### src/apr_pkg.sv
// Constants for the audio port routing and status flag block.
// Assumes an 8-bit register port driven by the control-bus engine.
package apr_pkg;
	// Register port width
	localparam int APR_REG_W = 8;
	// Register offsets
	localparam logic [7:0] APR_OFS_SRC_SEL = 8'h1f;
	localparam logic [7:0] APR_OFS_IN_SEL = 8'h20;
	localparam logic [7:0] APR_OFS_OUT_SEL = 8'h21;
	localparam logic [7:0] APR_OFS_BUS_COND = 8'h22;
	localparam logic [7:0] APR_OFS_RSVD_23 = 8'h23;
	localparam logic [7:0] APR_OFS_REC_FLAGS = 8'h24;
	localparam logic [7:0] APR_OFS_PLAY_PWR = 8'h25;
	localparam logic [7:0] APR_OFS_PLAY_GAIN = 8'h26;
	// Reset value of every control register
	localparam logic [7:0] APR_RST_REG = 8'h00;
	// Writable reserved bits of the record flag register
	localparam logic [7:0] APR_REC_RW_MASK = 8'h1f;
	// Field positions, secondary pin source select
	localparam int APR_POS_SEC_BCLK_SRC = 5;
	localparam int APR_POS_SEC_WCLK_SRC = 2;
	localparam int APR_POS_SEC_DIN_SRC = 0;
	// Field positions, serial port input select
	localparam int APR_POS_REC_WCLK_SRC = 5;
	localparam int APR_POS_SIF_BCLK_SEL = 3;
	localparam int APR_POS_SIF_WCLK_SEL = 2;
	localparam int APR_POS_REC_WCLK_SEL = 1;
	localparam int APR_POS_SIF_DIN_SEL = 0;
	// Field positions, serial port output select
	localparam int APR_POS_PBCLK_OUT = 7;
	localparam int APR_POS_SBCLK_OUT = 6;
	localparam int APR_POS_PWCLK_OUT = 4;
	localparam int APR_POS_SWCLK_OUT = 2;
	localparam int APR_POS_PDOUT_SEL = 1;
	localparam int APR_POS_SDOUT_SEL = 0;
	// Field positions, bus condition and flags
	localparam int APR_POS_GCALL = 5;
	localparam int APR_POS_ADC_GAIN_OK = 7;
	localparam int APR_POS_ADC_PWR = 6;
	localparam int APR_POS_AGC_SAT = 5;
	localparam int APR_POS_DAC_PWR = 7;
	localparam int APR_POS_HP_PWR = 5;
	localparam int APR_POS_CLASSD_PWR = 4;
	localparam int APR_POS_DAC_GAIN_OK = 4;
	// Secondary clock source codes
	localparam logic [2:0] APR_SRC_GPIO = 3'h0;
	localparam logic [2:0] APR_SRC_DOUT = 3'h3;
	// Secondary data and record word clock source codes
	localparam logic [1:0] APR_DIN_GPIO = 2'h0;
	localparam logic [2:0] APR_REC_GPIO = 3'h0;
	// Primary word clock output codes
	localparam logic [1:0] APR_PW_PLAY = 2'h0;
	localparam logic [1:0] APR_PW_REC = 2'h1;
	localparam logic [1:0] APR_PW_SEC = 2'h2;
	// Secondary word clock output codes
	localparam logic [1:0] APR_SW_PRIM = 2'h0;
	localparam logic [1:0] APR_SW_PLAY = 2'h1;
	localparam logic [1:0] APR_SW_REC = 2'h2;
endpackage

### src/apr_routing.sv
// Audio port routing: secondary pin sourcing, serial block feeds, pin outputs, flags.
// Assumes pins arrive asynchronously on clk_sys; internal clocks and flags are on clk_sys.
//
// Contract
// - secondary bit clock from gpio or dout pin
// - secondary word clock from gpio or dout pin
// - secondary data input from gpio or disconnected
// - record word clock source gpio, else reserved
// - bit selects primary/secondary bit clock inward
// - bit selects primary/secondary word clock inward
// - record word clock: playback one or routed
// - bit selects primary/secondary data input inward
// - primary bit clock pin: generated or secondary
// - secondary bit clock pin: primary or generated
// - primary word clock pin output source field
// - secondary word clock pin output source field
// - primary data out: serial data or passthrough
// - secondary data out: passthrough or serial data
// - general-call acceptance bit, reset ignores
// - record gain match and power status bits
// - sticky saturation flag, cleared by reading
// - playback and headphone power status bits
// - speaker driver power status bit
// - playback gain match status bit
// - direction bits make clocks outputs
`timescale 1ns/100ps
module apr_routing
(
	// Clock and reset
	input wire logic clk_sys,
	input wire logic rst,
	// Register port
	input wire logic [apr_pkg::APR_REG_W-1:0] reg_addr,
	input wire logic reg_wr,
	input wire logic [apr_pkg::APR_REG_W-1:0] reg_wdata,
	input wire logic reg_rd,
	output logic [apr_pkg::APR_REG_W-1:0] reg_rdata,
	// Pin inputs, asynchronous
	input wire logic prim_bclk_in,
	input wire logic prim_wclk_in,
	input wire logic prim_din,
	input wire logic general_purpose_pin_one_in,
	input wire logic dout_pin_in,
	// Internal clocks and data, clk_sys domain
	input wire logic gen_bclk,
	input wire logic playback_sample_rate_clock,
	input wire logic record_sample_rate_clock,
	input wire logic sif_dout,
	input wire logic bclk_drive_out,
	input wire logic wclk_drive_out,
	// Status sources
	input wire logic rec_gain_match,
	input wire logic rec_powered,
	input wire logic agc_at_max,
	input wire logic play_powered,
	input wire logic headphone_driver_powered,
	input wire logic classd_powered,
	input wire logic play_gain_match,
	// Feeds to serial-interface and clock generator
	output logic sif_bclk,
	output logic clock_generator_bclk,
	output logic sif_wclk,
	output logic sif_rec_wclk,
	output logic sif_din,
	output logic general_call_accept,
	// Pin outputs with enables
	output logic prim_bclk_out,
	output logic prim_bclk_oe,
	output logic prim_wclk_out,
	output logic prim_wclk_oe,
	output logic prim_dout_out,
	output logic prim_dout_oe,
	output logic sec_bclk_out,
	output logic sec_bclk_oe,
	output logic sec_wclk_out,
	output logic sec_wclk_oe,
	output logic sec_dout_out,
	output logic sec_dout_oe
);
	import apr_pkg::*;

	// Pin indices in the synchroniser vector
	localparam int PIN_PBCLK = 0;
	localparam int PIN_PWCLK = 1;
	localparam int PIN_PDIN = 2;
	localparam int PIN_GPIO = 3;
	localparam int PIN_DOUT = 4;
	localparam int PIN_N = 5;

	// Control registers
	logic [7:0] src_sel; // Secondary pin source select
	logic [7:0] in_sel; // Serial port input select
	logic [7:0] out_sel; // Serial port output select
	logic [7:0] bus_cond; // Control bus condition
	logic [4:0] rec_rsvd; // Writable reserved record bits
	logic agc_sticky; // Sticky saturation flag
	logic agc_prev; // Saturation level, last cycle
	// Synchroniser stages and filtered pins
	logic [PIN_N-1:0] sync1;
	logic [PIN_N-1:0] sync2;
	logic [PIN_N-1:0] sync3;
	logic [PIN_N-1:0] pin_f;
	// Decoded secondary sources
	logic bclk_from_gpio, bclk_from_dout, wclk_from_gpio, wclk_from_dout; // Source code hits
	logic sec_bclk_ok;
	logic sec_wclk_ok;
	logic sec_din_ok;
	logic rec_wclk_ok;
	logic sec_bclk;
	logic sec_wclk;
	logic sec_din;
	logic rec_wclk;
	logic dout_is_input;
	logic agc_event;
	logic rd_clear;
	// Next values of registered outputs
	logic next_sif_bclk;
	logic next_sif_wclk;
	logic next_sif_rec_wclk;
	logic next_sif_din;
	logic next_prim_bclk_out;
	logic next_prim_bclk_oe;
	logic next_prim_wclk_out;
	logic next_prim_wclk_oe;
	logic next_prim_dout_out;
	logic next_prim_dout_oe;
	logic next_sec_bclk_out;
	logic next_sec_bclk_oe;
	logic next_sec_wclk_out;
	logic next_sec_wclk_oe;
	logic next_sec_dout_out;
	logic next_sec_dout_oe;
	logic [7:0] next_rdata;

	// Register port width is fixed by the map
	if (APR_REG_W != 8)
	begin : g_width_check
		$error("apr_routing needs an 8-bit register port");
	end

	// Three-stage pin synchroniser, change taken when stages two and three agree
	always_ff @(posedge clk_sys)
	begin
		if (rst)
		begin
			sync1 <= '0;
			sync2 <= '0;
			sync3 <= '0;
			pin_f <= '0;
		end
		else
		begin
			sync1 <= {dout_pin_in, general_purpose_pin_one_in, prim_din, prim_wclk_in,
				prim_bclk_in};
			sync2 <= sync1;
			sync3 <= sync2;
			// Per bit: hold until the later stages agree
			for (int i = 0; i < PIN_N; i++)
			begin
				if (sync2[i] == sync3[i])
				begin
					pin_f[i] <= sync3[i];
				end
			end
		end
	end

	// Routing control register writes
	always_ff @(posedge clk_sys)
	begin
		if (rst)
		begin
			src_sel <= APR_RST_REG;
			in_sel <= APR_RST_REG;
			out_sel <= APR_RST_REG;
			bus_cond <= APR_RST_REG;
			rec_rsvd <= APR_RST_REG[4:0];
		end
		else if (reg_wr)
		begin
			// Reserved bits are stored as written; host keeps them zero
			case (reg_addr)
				APR_OFS_SRC_SEL: src_sel <= reg_wdata;
				APR_OFS_IN_SEL: in_sel <= reg_wdata;
				APR_OFS_OUT_SEL: out_sel <= reg_wdata;
				APR_OFS_BUS_COND: bus_cond <= reg_wdata;
				APR_OFS_REC_FLAGS: rec_rsvd <= reg_wdata[4:0] & APR_REC_RW_MASK[4:0];
				default: ; // Read-only or unmapped: write ignored
			endcase
		end
	end

	// Sticky saturation flag; a new event beats a clearing read
	assign agc_event = agc_at_max && !agc_prev;
	assign rd_clear = reg_rd && (reg_addr == APR_OFS_REC_FLAGS);
	always_ff @(posedge clk_sys)
	begin
		if (rst)
		begin
			agc_prev <= 1'b0;
			agc_sticky <= 1'b0;
		end
		else
		begin
			agc_prev <= agc_at_max;
			if (agc_event)
			begin
				agc_sticky <= 1'b1;
			end
			else if (rd_clear)
			begin
				agc_sticky <= 1'b0;
			end
		end
	end

	// Secondary clock source decode; not-obtained and reserved codes leave the signal low
	assign bclk_from_gpio = (src_sel[APR_POS_SEC_BCLK_SRC +: 3] == APR_SRC_GPIO);
	assign bclk_from_dout = (src_sel[APR_POS_SEC_BCLK_SRC +: 3] == APR_SRC_DOUT);
	assign wclk_from_gpio = (src_sel[APR_POS_SEC_WCLK_SRC +: 3] == APR_SRC_GPIO);
	assign wclk_from_dout = (src_sel[APR_POS_SEC_WCLK_SRC +: 3] == APR_SRC_DOUT);
	assign sec_bclk_ok = bclk_from_gpio || bclk_from_dout;
	assign sec_wclk_ok = wclk_from_gpio || wclk_from_dout;
	assign sec_bclk = (bclk_from_gpio && pin_f[PIN_GPIO]) || (bclk_from_dout && pin_f[PIN_DOUT]);
	assign sec_wclk = (wclk_from_gpio && pin_f[PIN_GPIO]) || (wclk_from_dout && pin_f[PIN_DOUT]);

	// Secondary data input and record word clock
	assign sec_din_ok = (src_sel[APR_POS_SEC_DIN_SRC +: 2] == APR_DIN_GPIO);
	assign sec_din = sec_din_ok && pin_f[PIN_GPIO];
	assign rec_wclk_ok = (in_sel[APR_POS_REC_WCLK_SRC +: 3] == APR_REC_GPIO);
	assign rec_wclk = rec_wclk_ok && pin_f[PIN_GPIO];
	// Data-out pin turns input while it sources a secondary clock
	assign dout_is_input = bclk_from_dout || wclk_from_dout;

	// Feeds into the serial-interface block
	always_comb
	begin
		next_sif_bclk = in_sel[APR_POS_SIF_BCLK_SEL] ? sec_bclk : pin_f[PIN_PBCLK];
		next_sif_wclk = in_sel[APR_POS_SIF_WCLK_SEL] ? sec_wclk : pin_f[PIN_PWCLK];
		next_sif_rec_wclk = in_sel[APR_POS_REC_WCLK_SEL] ? rec_wclk : next_sif_wclk;
		next_sif_din = in_sel[APR_POS_SIF_DIN_SEL] ? sec_din : pin_f[PIN_PDIN];
	end

	// Bit clock and data pin outputs
	always_comb
	begin
		// Primary bit clock pin
		next_prim_bclk_out = out_sel[APR_POS_PBCLK_OUT] ? sec_bclk : gen_bclk;
		next_prim_bclk_oe = bclk_drive_out && (!out_sel[APR_POS_PBCLK_OUT] || sec_bclk_ok);
		// Secondary bit clock pin
		next_sec_bclk_out = out_sel[APR_POS_SBCLK_OUT] ? gen_bclk : pin_f[PIN_PBCLK];
		next_sec_bclk_oe = bclk_drive_out && sec_bclk_ok;
		// Primary data out
		next_prim_dout_out = out_sel[APR_POS_PDOUT_SEL] ? sec_din : sif_dout;
		next_prim_dout_oe = !dout_is_input && (!out_sel[APR_POS_PDOUT_SEL] || sec_din_ok);
		// Secondary data out, driven while the secondary port is in use
		next_sec_dout_out = out_sel[APR_POS_SDOUT_SEL] ? sif_dout : pin_f[PIN_PDIN];
		next_sec_dout_oe = sec_bclk_ok || sec_wclk_ok;
	end

	// Word clock pin outputs; reserved codes release the pin
	always_comb
	begin
		next_prim_wclk_out = 1'b0;
		next_prim_wclk_oe = 1'b0;
		next_sec_wclk_out = 1'b0;
		// Primary word clock pin
		case (out_sel[APR_POS_PWCLK_OUT +: 2])
			APR_PW_PLAY:
			begin
				next_prim_wclk_out = playback_sample_rate_clock;
				next_prim_wclk_oe = wclk_drive_out;
			end
			APR_PW_REC:
			begin
				next_prim_wclk_out = record_sample_rate_clock;
				next_prim_wclk_oe = wclk_drive_out;
			end
			APR_PW_SEC:
			begin
				next_prim_wclk_out = sec_wclk;
				next_prim_wclk_oe = wclk_drive_out && sec_wclk_ok;
			end
			default: ; // Reserved: pin released
		endcase
		// Secondary word clock pin
		case (out_sel[APR_POS_SWCLK_OUT +: 2])
			APR_SW_PRIM: next_sec_wclk_out = pin_f[PIN_PWCLK];
			APR_SW_PLAY: next_sec_wclk_out = playback_sample_rate_clock;
			APR_SW_REC: next_sec_wclk_out = record_sample_rate_clock;
			default: ; // Reserved: pin released
		endcase
		// Both field bits set is the reserved code: pin released
		next_sec_wclk_oe = wclk_drive_out && sec_wclk_ok && !(&out_sel[APR_POS_SWCLK_OUT +: 2]);
	end

	// Read data mux, status bits shown live
	always_comb
	begin
		next_rdata = 8'h00;
		case (reg_addr)
			APR_OFS_SRC_SEL: next_rdata = src_sel;
			APR_OFS_IN_SEL: next_rdata = in_sel;
			APR_OFS_OUT_SEL: next_rdata = out_sel;
			APR_OFS_BUS_COND: next_rdata = bus_cond;
			APR_OFS_REC_FLAGS:
			begin
				next_rdata[4:0] = rec_rsvd;
				next_rdata[APR_POS_ADC_GAIN_OK] = rec_gain_match;
				next_rdata[APR_POS_ADC_PWR] = rec_powered;
				next_rdata[APR_POS_AGC_SAT] = agc_sticky || agc_event;
			end
			APR_OFS_PLAY_PWR:
			begin
				next_rdata[APR_POS_DAC_PWR] = play_powered;
				next_rdata[APR_POS_HP_PWR] = headphone_driver_powered;
				next_rdata[APR_POS_CLASSD_PWR] = classd_powered;
			end
			APR_OFS_PLAY_GAIN: next_rdata[APR_POS_DAC_GAIN_OK] = play_gain_match;
			default: next_rdata = 8'h00; // Reserved slot and unmapped read zero
		endcase
	end

	// Registered outputs
	always_ff @(posedge clk_sys)
	begin
		if (rst)
		begin
			reg_rdata <= 8'h00;
			{sif_bclk, clock_generator_bclk, sif_wclk, sif_rec_wclk, sif_din} <= '0;
			general_call_accept <= 1'b0;
			{prim_bclk_out, prim_bclk_oe, prim_wclk_out, prim_wclk_oe} <= '0;
			{prim_dout_out, prim_dout_oe, sec_dout_out, sec_dout_oe} <= '0;
			{sec_bclk_out, sec_bclk_oe, sec_wclk_out, sec_wclk_oe} <= '0;
		end
		else
		begin
			if (reg_rd)
			begin
				reg_rdata <= next_rdata;
			end
			sif_bclk <= next_sif_bclk;
			clock_generator_bclk <= next_sif_bclk;
			sif_wclk <= next_sif_wclk;
			sif_rec_wclk <= next_sif_rec_wclk;
			sif_din <= next_sif_din;
			general_call_accept <= bus_cond[APR_POS_GCALL];
			prim_bclk_out <= next_prim_bclk_out;
			prim_bclk_oe <= next_prim_bclk_oe;
			prim_wclk_out <= next_prim_wclk_out;
			prim_wclk_oe <= next_prim_wclk_oe;
			prim_dout_out <= next_prim_dout_out;
			prim_dout_oe <= next_prim_dout_oe;
			sec_bclk_out <= next_sec_bclk_out;
			sec_bclk_oe <= next_sec_bclk_oe;
			sec_wclk_out <= next_sec_wclk_out;
			sec_wclk_oe <= next_sec_wclk_oe;
			sec_dout_out <= next_sec_dout_out;
			sec_dout_oe <= next_sec_dout_oe;
		end
	end

	// Checks on routing and flags
	a_sec_bclk_gpio: assert property (@(posedge clk_sys) disable iff (rst)
		(src_sel[7:5] == 3'h0 && in_sel[3]) |=> sif_bclk == $past(pin_f[PIN_GPIO]))
		else $error("secondary bit clock not taken from gpio");
	a_sec_wclk_dout: assert property (@(posedge clk_sys) disable iff (rst)
		(src_sel[4:2] == 3'h3 && in_sel[2]) |=> sif_wclk == $past(pin_f[PIN_DOUT]))
		else $error("secondary word clock not taken from dout pin");
	a_din_prim_sel: assert property (@(posedge clk_sys) disable iff (rst)
		!in_sel[0] |=> sif_din == $past(pin_f[PIN_PDIN]))
		else $error("primary data input not fed inward");
	a_rec_wclk_same: assert property (@(posedge clk_sys) disable iff (rst)
		!in_sel[1] |=> sif_rec_wclk == sif_wclk)
		else $error("record word clock differs from playback word clock");
	a_pbclk_gen: assert property (@(posedge clk_sys) disable iff (rst)
		(!out_sel[7] && bclk_drive_out) |=> prim_bclk_oe && prim_bclk_out == $past(gen_bclk))
		else $error("primary bit clock pin not carrying generated clock");
	a_bclk_input_dir: assert property (@(posedge clk_sys) disable iff (rst)
		!bclk_drive_out |=> !prim_bclk_oe && !sec_bclk_oe)
		else $error("bit clock pin driven while set as input");
	a_pwclk_rsvd: assert property (@(posedge clk_sys) disable iff (rst)
		(out_sel[5:4] == 2'h3) |=> !prim_wclk_oe)
		else $error("primary word clock pin driven on reserved code");
	a_gcall_follow: assert property (@(posedge clk_sys) disable iff (rst)
		$rose(bus_cond[5]) |=> general_call_accept)
		else $error("general-call acceptance not following its bit");
	a_agc_set: assert property (@(posedge clk_sys) disable iff (rst)
		(agc_at_max && !agc_prev) |=> agc_sticky)
		else $error("sticky saturation flag missed an event");
	a_agc_clear: assert property (@(posedge clk_sys) disable iff (rst)
		(rd_clear && !agc_event) ##1 !agc_event |=> !agc_sticky)
		else $error("sticky saturation flag not cleared by read");
	a_play_pwr_rd: assert property (@(posedge clk_sys) disable iff (rst)
		(reg_rd && reg_addr == 8'h25) |=> reg_rdata[7] == $past(play_powered))
		else $error("playback power status misreported");
endmodule // apr_routing

### config.mk
export PLATFORM = sky130hd
export DESIGN_NAME = apr_routing
export DESIGN_NICKNAME = d
export VERILOG_FILES = /design/src/apr_pkg.sv /design/src/apr_routing.sv
export SDC_FILE = /design/constraint.sdc
export NUM_CORES = 1
export LEC_CHECK = 0
export ABC_AREA = 1
export BUFFER_PORTS_ARGS = -buffer_cell sky130_fd_sc_hd__clkbuf_2
export CORE_MARGIN = 5
export CORE_UTILIZATION = 55
export CTS_CLUSTER_DIAMETER = 120
export DETAILED_ROUTE_END_ITERATION = 10
export PLACE_DENSITY = 0.9
export SYNTH_ARGS = -nofsm -noshare
export SYNTH_HDL_FRONTEND = slang
export SYNTH_SLANG_ARGS = --single-unit
### constraint.sdc
create_clock -name clk_sys -period 1.56 [get_ports clk_sys]
set_clock_uncertainty 0.15 [all_clocks]
set_input_delay 0.078 -clock clk_sys [delete_from_list [all_inputs] [get_ports clk_sys]]
set_output_delay 0.078 -clock clk_sys [all_outputs]
set_load 0.03 [all_outputs]
Yosys cells after proc, flatten, opt, wreduce, memory -nomap -nowiden
Index checks and enable logic that the tools add are counted.
Storage, ports and cells
  register bits: 84
  input bits: 38
  output and inout port bits: 26
  word-level logic and storage cells: 110
Cells by class
  equality and inequality tests: 18
  mux-type cells: 18
  reduce and logical (&&, ||, !) cells: 41
Operator list (count)
  $eq A8 B6 Y1 const B: 6
  $pmux W4 S5: 1
  $logic_and A1 B1 Y1: 13
  $pmux W1 S6: 2
  $reduce_and A2 Y1: 6
  $mux W1: 10
  $logic_not A3 Y1: 3
  $logic_or A1 B1 Y1: 9
  $eq A8 B5 Y1 const B: 1
  $pmux W1 S7: 1
  $eq A3 B2 Y1 const B: 2
  $logic_not A2 Y1: 3
  $pmux W1 S3: 2
  $eq A1 B1 Y1: 5
  $logic_not A1 Y1: 5
  $pmux W1 S5: 1
  $eq A2 B1 Y1 const B: 2
  $eq A2 B2 Y1 const B: 2
  $pmux W1 S2: 1
  $reduce_bool A2 Y1: 1
  $reduce_or A2 Y1: 1

Longest topological paths before layout
Gate-level depths: netlist of run 1.
  word-level depth: 5
  mapped depth: 11
  mapped depth without buffers: 9

Worst setup path before layout of run 1
No wires, ideal clock.
  path type: input port to flip-flop
  start: input port reg_addr[4] in the netlist's numbering
  end: register out_sel[6]
  library setup time: 0.118 ns
  data arrival time: 0.943 ns
  setup slack: 0.350 ns
  stages on the path: 8
  path through: inv_1 -> nand2_1 -> nor2_2 -> buf_6 -> nand3_2 -> buf_6 -> o21ai_1 -> a21oi_1
Between the ends
  cells in the longest elaborated chain, start to end: 2
Ends and longest elaborated chain
  start: declaration: RTL line apr_routing.sv:33  | input wire logic [apr_pkg::APR_REG_W-1:0] reg_addr,
  $eq A8 B6 Y1: RTL line apr_routing.sv:182  | case (reg_addr)
  $reduce_and A2 Y1 (no line)
  end signal: assignment: RTL line apr_routing.sv:185  | APR_OFS_OUT_SEL: out_sel <= reg_wdata;
  end: declaration: RTL line apr_routing.sv:93  | logic [7:0] out_sel;
No other way between the ends.
A chain may end at the register's enable or synchronous reset.

Final worst setup path of run 1
  start: register src_sel[4]
  end: register sif_wclk
Between the ends
  cells in the longest elaborated chain, start to end: 4
  elaborated cells between the ends (all ways): 6
Ends and longest elaborated chain
  start: declaration: RTL line apr_routing.sv:91  | logic [7:0] src_sel;
  start signal: assignment: RTL line apr_routing.sv:183  | APR_OFS_SRC_SEL: src_sel <= reg_wdata;
  $eq A3 B2 Y1 / $logic_not A3 Y1 (equally long branches): RTL line apr_routing.sv:221, apr_routing.sv:220
  $logic_and A1 B1 Y1: RTL line apr_routing.sv:225  | assign sec_wclk = (wclk_from_gpio && pin_f[PIN_GPIO]) || (wclk_from_dout && pin_f[PIN_DOUT]);
  $logic_or A1 B1 Y1 *: RTL line apr_routing.sv:225
  $mux W1 *: RTL line apr_routing.sv:239  | next_sif_wclk = in_sel[APR_POS_SIF_WCLK_SEL] ? sec_wclk : pin_f[PIN_PWCLK];
  end signal: assignment: RTL line apr_routing.sv:344  | sif_wclk <= next_sif_wclk;
  end: declaration: RTL line apr_routing.sv:62  | output logic sif_wclk,
Every way passes the cells marked *; elsewhere a longest branch is shown, timed or not.

==> impl_metrics.json, run 1 <==
{
  "syn_inst": 454,
  "path_max_fanout": 5,
  "port_buffers": 63,
  "slew_violations": 0,
  "cts_resized": 0,
  "finalHoldViolations": 1,
  "fin_crit_sh_pct": 88.7,
  "drt-initial-drc-count": 227,
  "grt_pass1_vias": 3214,
  "power.density_mw_per_mm2": 974,
  "die_y_um": 89.3,
  "cp.required_ns": 1.70,
  "drc": 0,
  "gp_congestion": 0.945,
  "cp-start-kind": "flip-flop",
  "netlist_area_mm2": 0.00346,
  "place_area_mm2": 0.00386,
  "track_usage_pct": 24.5,
  "period_needed_ns": 1.38,
  "criticalPathCategory": "reg2reg",
  "yosysSeqAreaShare_pct": 48.7,
  "drive_gt1_share_pct": 19.2,
  "yosysMostFrequentCell": "dfxtp_1",
  "dr_total_vias": 3376,
  "grt.overflow.total": 0,
  "syn_to_final_growth_pct": 24.7,
  "synth_nets": 492,
  "row_count": 28,
  "tightest_slew_ns": 0.370,
  "ir_drop_v": 0.000699,
  "die_w_um": 89.3,
  "synth_cell_types": 31,
  "rsz0062_at_grt": "false",
  "hp-class": "in2reg",
  "total_power_w": 0.00420,
  "dp_hpwl_um": 6490,
  "wirelength_um": 9110,
  "ant_nets": 0,
  "cts_buffer_depth": 2,
  "ys.flop_type": "dfxtp_1",
  "endpoint_kind": "flip-flop",
  "dpl_worst_slack_ns": -0.0188,
  "max_slew_margin_pct": 75.3,
  "synth_top_area_cell": "dfxtp_1",
  "clock-sinks": 84,
  "syn_area_per_cell_um2": 7.61,
  "start_util_pct": 57.4,
  "cts-root-buf": "clkbuf_8",
  "layout_setup_ws_ns": 0.177,
  "fin_area_mm2": 0.00431,
  "post_cts_buffers": 0,
  "post_drt_wl_per_cell_um": 14.5,
  "io_pins": 64,
  "failed_checks": "negative hold slack",
  "grt_pass1_wl_um": 14900,
  "drv_cap": 0,
  "synthTopCellsByArea": "dfxtp_1, o21ai_0, inv_1, a21oi_1, nor2_1",
  "critPathArrivalTime_ns": 1.53,
  "htree_num_levels": 3,
  "whs_ns": -0.00353,
  "grt_max_degree": 56,
  "die_area_mm2": 0.00797,
  "antenna_found_initial": 0,
  "hold_buffers": 24,
  "multi_input_area_mm2": 0.00137,
  "via_per_inst": 5.38,
  "max_freq_ghz": 0.723,
  "seqCellArea_mm2": 0.00168,
  "path_clk_slew_ns": 0.09,
  "core_area_mm2": 0.00603,
  "async_reset_ff_share_pct": 0,
  "netlist.area_leader.share_pct": 48.7,
  "n_antenna_cell": 0,
  "fill_cells": 469,
  "status": "finished with violations",
  "dr.pass1.iters": 6,
  "numCtsBuffers": 9,
  "clk_latency_ns": 0.36,
  "finalSetupViolCount": 0,
  "cts_tree": "done",
  "yosysWarningCount": 0,
  "ys_ff_latch": 84,
  "ys_top_cells_by_count": "dfxtp_1, inv_1, o21ai_0",
  "nNetsFinal": 586,
  "leakage_nw": 1.86,
  "synth_edf_count": 0
}
==> registers in the layout, indices dropped and copies added, names as in the netlist, 5 cells and up <==
register and flops:
sync1 5, in_sel 8, sync2 5, reg_rdata 8, rec_rsvd 5, pin_f 5
sync3 5, out_sel 8, bus_cond 8, src_sel 8
==> where the power goes <==
group | leakage [nW] | total (W) | switching [W] | internal (W)
Combinational | 1.07 | 0.000384 | 0.000231 | 0.000154
Clock | 0.103 | 0.00161 | 0.000847 | 0.000764
Sequential | 0.684 | 0.00220 | 0.0000169 | 0.00219
Total | 1.86 | 0.00420 | 0.00110 | 0.00310
==> worst paths after layout <==
check               from           end  slack, ns  cells past startpoint
min reg2reg     sync1[2]      sync2[2]       0.26                      2
max           src_sel[4]      sif_wclk       0.18                      5
max reg2reg   src_sel[4]      sif_wclk       0.18                      5
min          rec_powered  reg_rdata[6]     -0.004                      5
==> worst max-delay path: stages (launching register included) <==
cell      delay (ns)
dfxtp_1         0.31
inv_1           0.17
nand3_1         0.20
o211ai_1        0.24
o21ai_0         0.12
nor2_1          0.13
==> per-stage QoR <==
stage / setup TNS (ns) / util (%) / hold slack, ns / cells
global route: 0 / 71.5 / 0.0296 / 628
floorplan: 0 / - / 0.0350 / 454
global placement: 0 / 64.1 / 0.121 / 588
CTS: 0 / 71.5 / 0.00244 / 628
detailed placement: -0.0396 / 64.1 / 0.123 / 588
finish: 0 / 71.5 / -0.00353 / 628
==> layout by cell type (no fill, tap or decap), drive strengths merged <==
cell type,count
clkbuf,72
nand3,41
a211oi,4
a31oi,1
o22ai,1
dlygate4sd3,24
o21ai,69
o31ai,1
buf,13
clkinvlp,1
o2111ai,1
nand2,34
inv,77
nor2,64
nor3,4
clkinv,3
a21oi,52
o211ai,2
bufinv,1
nand4,3
nand3b,1
dfxtp,84
==> cell families (layout without fill, tap and decap cells) <==
group           after synthesis  count (layout)  synth area share [%]
compound gates              131             131                  19.7
buf+inv                      92             191                  11.8
simple gates                147             147                  19.9
flops                        84              84                  48.7
==> per-layer routing <==
| layer | track usage (%) | wire length [µm] |
|---|---|---|
| met5 | 0 | 0 |
| met4 | 11.9 | 328 |
| met1 | 29.7 | 3630 |
| met2 | 40.4 | 4370 |
| met3 | 6.36 | 781 |
==> area by class of cell <==
class,instances,share of cell area (%)
clock inverters,7,1.97
well taps,75,2.18
multi-input cells,278,31.7
flip-flops and latches,84,39.0
clock buffers,9,2.87
inverters,75,6.53
repair buffers,100,15.7
(Power assumes the default switching activity.)
==> run 2, diff against run 1 <==
--- a/config.mk
+++ b/config.mk
@@ -8,10 +8,10 @@
 export ABC_AREA = 1
 export BUFFER_PORTS_ARGS = -buffer_cell sky130_fd_sc_hd__clkbuf_2
 export CORE_MARGIN = 5
-export CORE_UTILIZATION = 55
+export CORE_UTILIZATION = 59
 export CTS_CLUSTER_DIAMETER = 120
 export DETAILED_ROUTE_END_ITERATION = 10
-export PLACE_DENSITY = 0.9
+export PLACE_DENSITY = 0.95
 export SYNTH_ARGS = -nofsm -noshare
 export SYNTH_HDL_FRONTEND = slang
 export SYNTH_SLANG_ARGS = --single-unit
==> constraint.sdc (replaced) <==
create_clock -name clk_sys -period 1.7 [get_ports clk_sys]
set_clock_uncertainty 0.15 [all_clocks]
set_input_delay 0.085 -clock clk_sys [delete_from_list [all_inputs] [get_ports clk_sys]]
set_output_delay 0.085 -clock clk_sys [all_outputs]
set_load 0.03 [all_outputs]
==> run 2 against run 1 <==
The flow now finishes without violations. Worst hold slack improved by 0.017 ns. Final area fell by 0.93%. Worst setup slack got worse by 0.11 ns. Register-to-register slack got worse by 0.11 ns. Final cell count fell by 1.8%. Total power fell by 5.1%. Global-route usage rose by 3.0 points. Critical path depth did not move. Combinational power fell by 8.1%. Clock power barely moved. Die area fell by 6.0%. Core utilization rose by 4.6 points. Critical endpoint is now reg_rdata[7].
==> impl_metrics.json, run 2 (synthesis gave the netlist of run 1 again) <==
{
  "status": "completed",
  "leakage_nw": 1.83,
  "antenna_found_initial": 0,
  "rsz0062_at_grt": "false",
  "finalSetupViolCount": 0,
  "slew_violations": 0,
  "period_needed_ns": 1.64,
  "wirelength_um": 10100,
  "numCtsBuffers": 9,
  "io_pins": 64,
  "dr.pass1.iters": 6,
  "fin_crit_sh_pct": 96.3,
  "drc": 0,
  "row_count": 27,
  "drt-initial-drc-count": 357,
  "seqCellArea_mm2": 0.00168,
  "cts_buffer_depth": 2,
  "die_w_um": 86.5,
  "path_clk_slew_ns": 0.09,
  "cp-start-kind": "flip-flop",
  "path_max_fanout": 3,
  "clk_latency_ns": 0.37,
  "dp_hpwl_um": 6320,
  "tns_ns": 0,
  "drive_gt1_share_pct": 18.2,
  "track_usage_pct": 27.5,
  "grt_pass1_vias": 3433,
  "nNetsFinal": 578,
  "post_drt_wl_per_cell_um": 16.3,
  "die_area_mm2": 0.00749,
  "cts_tree": "done",
  "final_common_cell": "dfxtp_1",
  "max_slew_margin_pct": 71.5,
  "power.density_mw_per_mm2": 934,
  "via_per_inst": 5.81,
  "place_area_mm2": 0.00378,
  "grt.overflow.total": 0,
  "syn_to_final_growth_pct": 23.6,
  "fin_area_mm2": 0.00427,
  "die_y_um": 86.5,
  "start_util_pct": 61.6,
  "clock-sinks": 84,
  "hp-class": "in2reg",
  "criticalPathCategory": "reg2reg",
  "most-common-layout-cells": "dfxtp_1, inv_1, clkbuf_2, o21ai_0, nor2_1",
  "dr_total_vias": 3585,
  "grt_pass1_wl_um": 16100,
  "cts-root-buf": "clkbuf_8",
  "cp.required_ns": 1.85,
  "gp_congestion": 0.971,
  "max_freq_ghz": 0.611,
  "fill_cells": 375,
  "critPathArrivalTime_ns": 1.78,
  "multi_input_area_mm2": 0.00139,
  "finalHoldViolations": 0,
  "grt_max_degree": 30,
  "ant_nets": 0,
  "n_antenna_cell": 0,
  "port_buffers": 63,
  "core_area_mm2": 0.00561,
  "tightest_slew_ns": 0.425,
  "htree_num_levels": 3,
  "drv_cap": 0,
  "ir_drop_v": 0.000626,
  "endpoint_kind": "flip-flop"
}
-- run 2: where the power goes --
group | internal (W) | switching [W]
clock network | 0.000841 | 0.000769
registers | 0.00201 | 0.0000174
logic | 0.000129 | 0.000224
-- run 2: repair_timing --
action                                  CTS  global route
resized for setup                         0             7
hold buffers                             24             0
endpoints found under the hold margin    52             0
buffers inserted                          0             0
endpoints found under the setup margin    0             1
-- run 2: worst max-delay path, cell delays in order (launching register included) --
cell,delay [ns]
dfxtp_1,0.39
inv_1,0.12
o21ai_1,0.14
nor2_1,0.05
dlygate4sd3_1,0.55
a21oi_1,0.16
-- run 2: path summary, 6_finish.rpt --
| path | depth (start not counted) | slack (ns) | end | start |
|---|---|---|---|---|
| setup / recovery | 5 | 0.06 | reg_rdata[7] | out_sel[7] |
| hold / removal | 7 | 0.01 | reg_rdata[4] | classd_powered |
| setup reg to reg | 5 | 0.06 | reg_rdata[7] | out_sel[7] |
| hold reg to reg | 2 | 0.26 | sync2[1] | sync1[1] |
-- run 2: per-stage QoR --
stage | total power (W) | utilization (%) | hold WS, ns | setup WS [ns] | instances
finish | 0.00399 | 76.1 | 0.0139 | 0.0629 | 617
global route | 0.00409 | 76.1 | 0.0516 | 0.00307 | 617
CTS | 0.00396 | 75.7 | 0.00954 | 0.0698 | 617
detailed placement | 0.00236 | 67.5 | 0.133 | 0.0299 | 577
global placement | 0.00235 | 67.5 | 0.131 | 0.148 | 577
floorplan | 0.00224 | - | 0.0420 | 0.483 | 454
-- run 2: cell type report --
| type | count | share of cell area (%) |
|---|---|---|
| timing repair buffer | 92 | 14.3 |
| multi-input combinational | 278 | 32.5 |
| sequential | 84 | 39.4 |
| clock inverter | 6 | 2.20 |
| inverter | 75 | 6.59 |
| tap | 72 | 2.11 |
| clock buffer | 10 | 2.99 |
-- run 2: layer usage --
layer  vias up  GRT usage, %  share of wire (%)
met4         0          17.7                5.7
met2       249          47.4                 48
li1       1660             -                  -
met5         -             0                  0
met3        64          5.04                9.9
met1      1612          31.0                 37
==> run 3, diff against run 2 <==
--- a/config.mk
+++ b/config.mk
@@ -8,10 +8,10 @@
 export ABC_AREA = 1
 export BUFFER_PORTS_ARGS = -buffer_cell sky130_fd_sc_hd__clkbuf_2
 export CORE_MARGIN = 5
-export CORE_UTILIZATION = 59
+export CORE_UTILIZATION = 45
 export CTS_CLUSTER_DIAMETER = 120
 export DETAILED_ROUTE_END_ITERATION = 10
-export PLACE_DENSITY = 0.95
+export PLACE_DENSITY = 0.78
 export SYNTH_ARGS = -nofsm -noshare
 export SYNTH_HDL_FRONTEND = slang
 export SYNTH_SLANG_ARGS = --single-unit
==> run 3 against run 2 <==
First-iteration DRC count shrank 46%. Critical endpoint is now sec_wclk_out. Non-clock buffer count grew 3. Register-to-register slack gained 0.14 ns. Routed wire length shrank 13%. Global-route usage shrank 9.0 points. Die area grew 27%. Via count shrank 7.8%. Largest cell class unchanged. Worst hold slack lost 0.013 ns.
==> impl_metrics.json, run 3 (synthesis gave the netlist of run 1 again) <==
{
  "grt.overflow.total": 0,
  "numCtsBuffers": 9,
  "io_pins": 64,
  "finalSetupViolCount": 0,
  "wirelength_um": 8760,
  "die_w_um": 97.6,
  "sw_frac_of_total_pct": 24.3,
  "drv_cap": 0,
  "grt_pass1_wl_um": 14400,
  "rsz0062_at_grt": "false",
  "path_max_fanout": 5,
  "slew_violations": 0,
  "cts_buffer_depth": 2,
  "max_slew_margin_pct": 69.3,
  "dpl_worst_slack_ns": 0.148,
  "power.density_mw_per_mm2": 916,
  "cp.required_ns": 1.85,
  "cts_tree": "done",
  "p_int_w": 0.00298,
  "die_y_um": 97.6,
  "antenna_found_initial": 0,
  "critPathArrivalTime_ns": 1.65,
  "whs_ns": 0.000674,
  "dr_total_vias": 3304,
  "die_area_mm2": 0.00953,
  "drc": 0,
  "grt_pass1_vias": 3078,
  "drive_gt1_share_pct": 18.6,
  "dr.pass1.iters": 5,
  "status": "completed",
  "layout_setup_ws_ns": 0.200,
  "hp-class": "in2reg",
  "maxUsedRoutingLayer": "met4",
  "cp-start-kind": "flip-flop",
  "endpoint_kind": "flip-flop",
  "post_drt_wl_per_cell_um": 13.5,
  "grt_max_degree": 56,
  "power_frac_clock_pct": 40.2,
  "tns_ns": 0,
  "port_buffers": 63,
  "cts-root-buf": "clkbuf_8",
  "combPwrFrac_pct": 8.5,
  "drt-initial-drc-count": 193,
  "leakage_nw": 1.84,
  "ant_nets": 0,
  "path_clk_slew_ns": 0.08,
  "drt-met1-wl_um": 3650,
  "core_area_mm2": 0.00761,
  "syn_to_final_growth_pct": 24.5,
  "htree_num_levels": 3,
  "finalHoldViolations": 0,
  "clk_latency_ns": 0.35,
  "max_freq_ghz": 0.667,
  "final_common_cell": "dfxtp_1",
  "wl_met3_um": 394,
  "dp_hpwl_um": 6440,
  "cts_resized": 0,
  "track_usage_pct": 18.5,
  "switching_power_w": 0.000959,
  "n_antenna_cell": 0,
  "criticalPathCategory": "reg2reg",
  "ir_drop_v": 0.000542,
  "seqPwrFrac_pct": 51.3,
  "via_per_inst": 5.08,
  "period_needed_ns": 1.50,
  "wl_met2_um": 4430,
  "clock-sinks": 84,
  "row_count": 32,
  "nNetsFinal": 581,
  "fin_crit_sh_pct": 88.2,
  "gp_congestion": 0.963,
  "tightest_slew_ns": 0.461,
  "most-common-layout-cells": "dfxtp_1, inv_1, clkbuf_2, o21ai_0, nor2_1",
  "final_core_util_pct": 56.5,
  "start_util_pct": 45.4
}
-- run 3: worst paths after layout --
kind,start,to,slack (ns),cells past startpoint
setup reg to reg,out_sel[2],sec_wclk_out,0.20,4
setup / recovery,out_sel[2],sec_wclk_out,0.20,4
hold reg to reg,sync1[3],sync2[3],0.26,2
hold / removal,play_powered,reg_rdata[7],0.0007,5
-- run 3: power groups by stage --
| stage | clock, W | sequential (W) | combinational [W] |
|---|---|---|---|
| 2_1_floorplan | 0 | 0.00211 | 0.000130 |
| 3_3_place_gp | 0 | 0.00207 | 0.000291 |
| 3_5_place_dp | 0 | 0.00207 | 0.000296 |
| 4_1_cts | 0.00159 | 0.00202 | 0.000336 |
| 5_1_grt | 0.00169 | 0.00203 | 0.000369 |
| 6_report | 0.00158 | 0.00202 | 0.000335 |
-- run 3: cell type report --
class / count / area (µm²)
Fill cell: 695 / 3310
Sequential cell: 84 / 1680
Multi-Input combinational cell: 278 / 1370
Timing Repair Buffer: 95 / 623
Inverter: 75 / 282
Clock buffer: 10 / 128
Tap cell: 102 / 128
Clock inverter: 6 / 93.8
-- run 3: critical path, stage by stage, from the launching register on --
cell and delay (ns):
dfxtp_1 0.32, inv_1 0.14, nand3_1 0.09, a31oi_1 0.17
dlygate4sd3_1 0.57
-- run 3: layer usage --
metal / global-route usage [%] / up-vias
met3: 3.16 / 24
li1: - / 1662
met1: 21.5 / 1517
met2: 32.9 / 101
met4: 8.31 / 0
met5: 0 / -
-- run 3: metrics by stage --
step / power [W] / instance area (µm²) / cells
floorplan: 0.00224 / 3460 / 454
global placement: 0.00236 / 3860 / 612
detailed placement: 0.00236 / 3860 / 612
CTS: 0.00395 / 4300 / 650
global route: 0.00409 / 4300 / 650
finish: 0.00394 / 4300 / 650
-- run 3: what timing repair did --
action / CTS / global route
setup buffers: 0 / 0
endpoints found under the hold margin: 52 / 0
hold buffers: 22 / 0
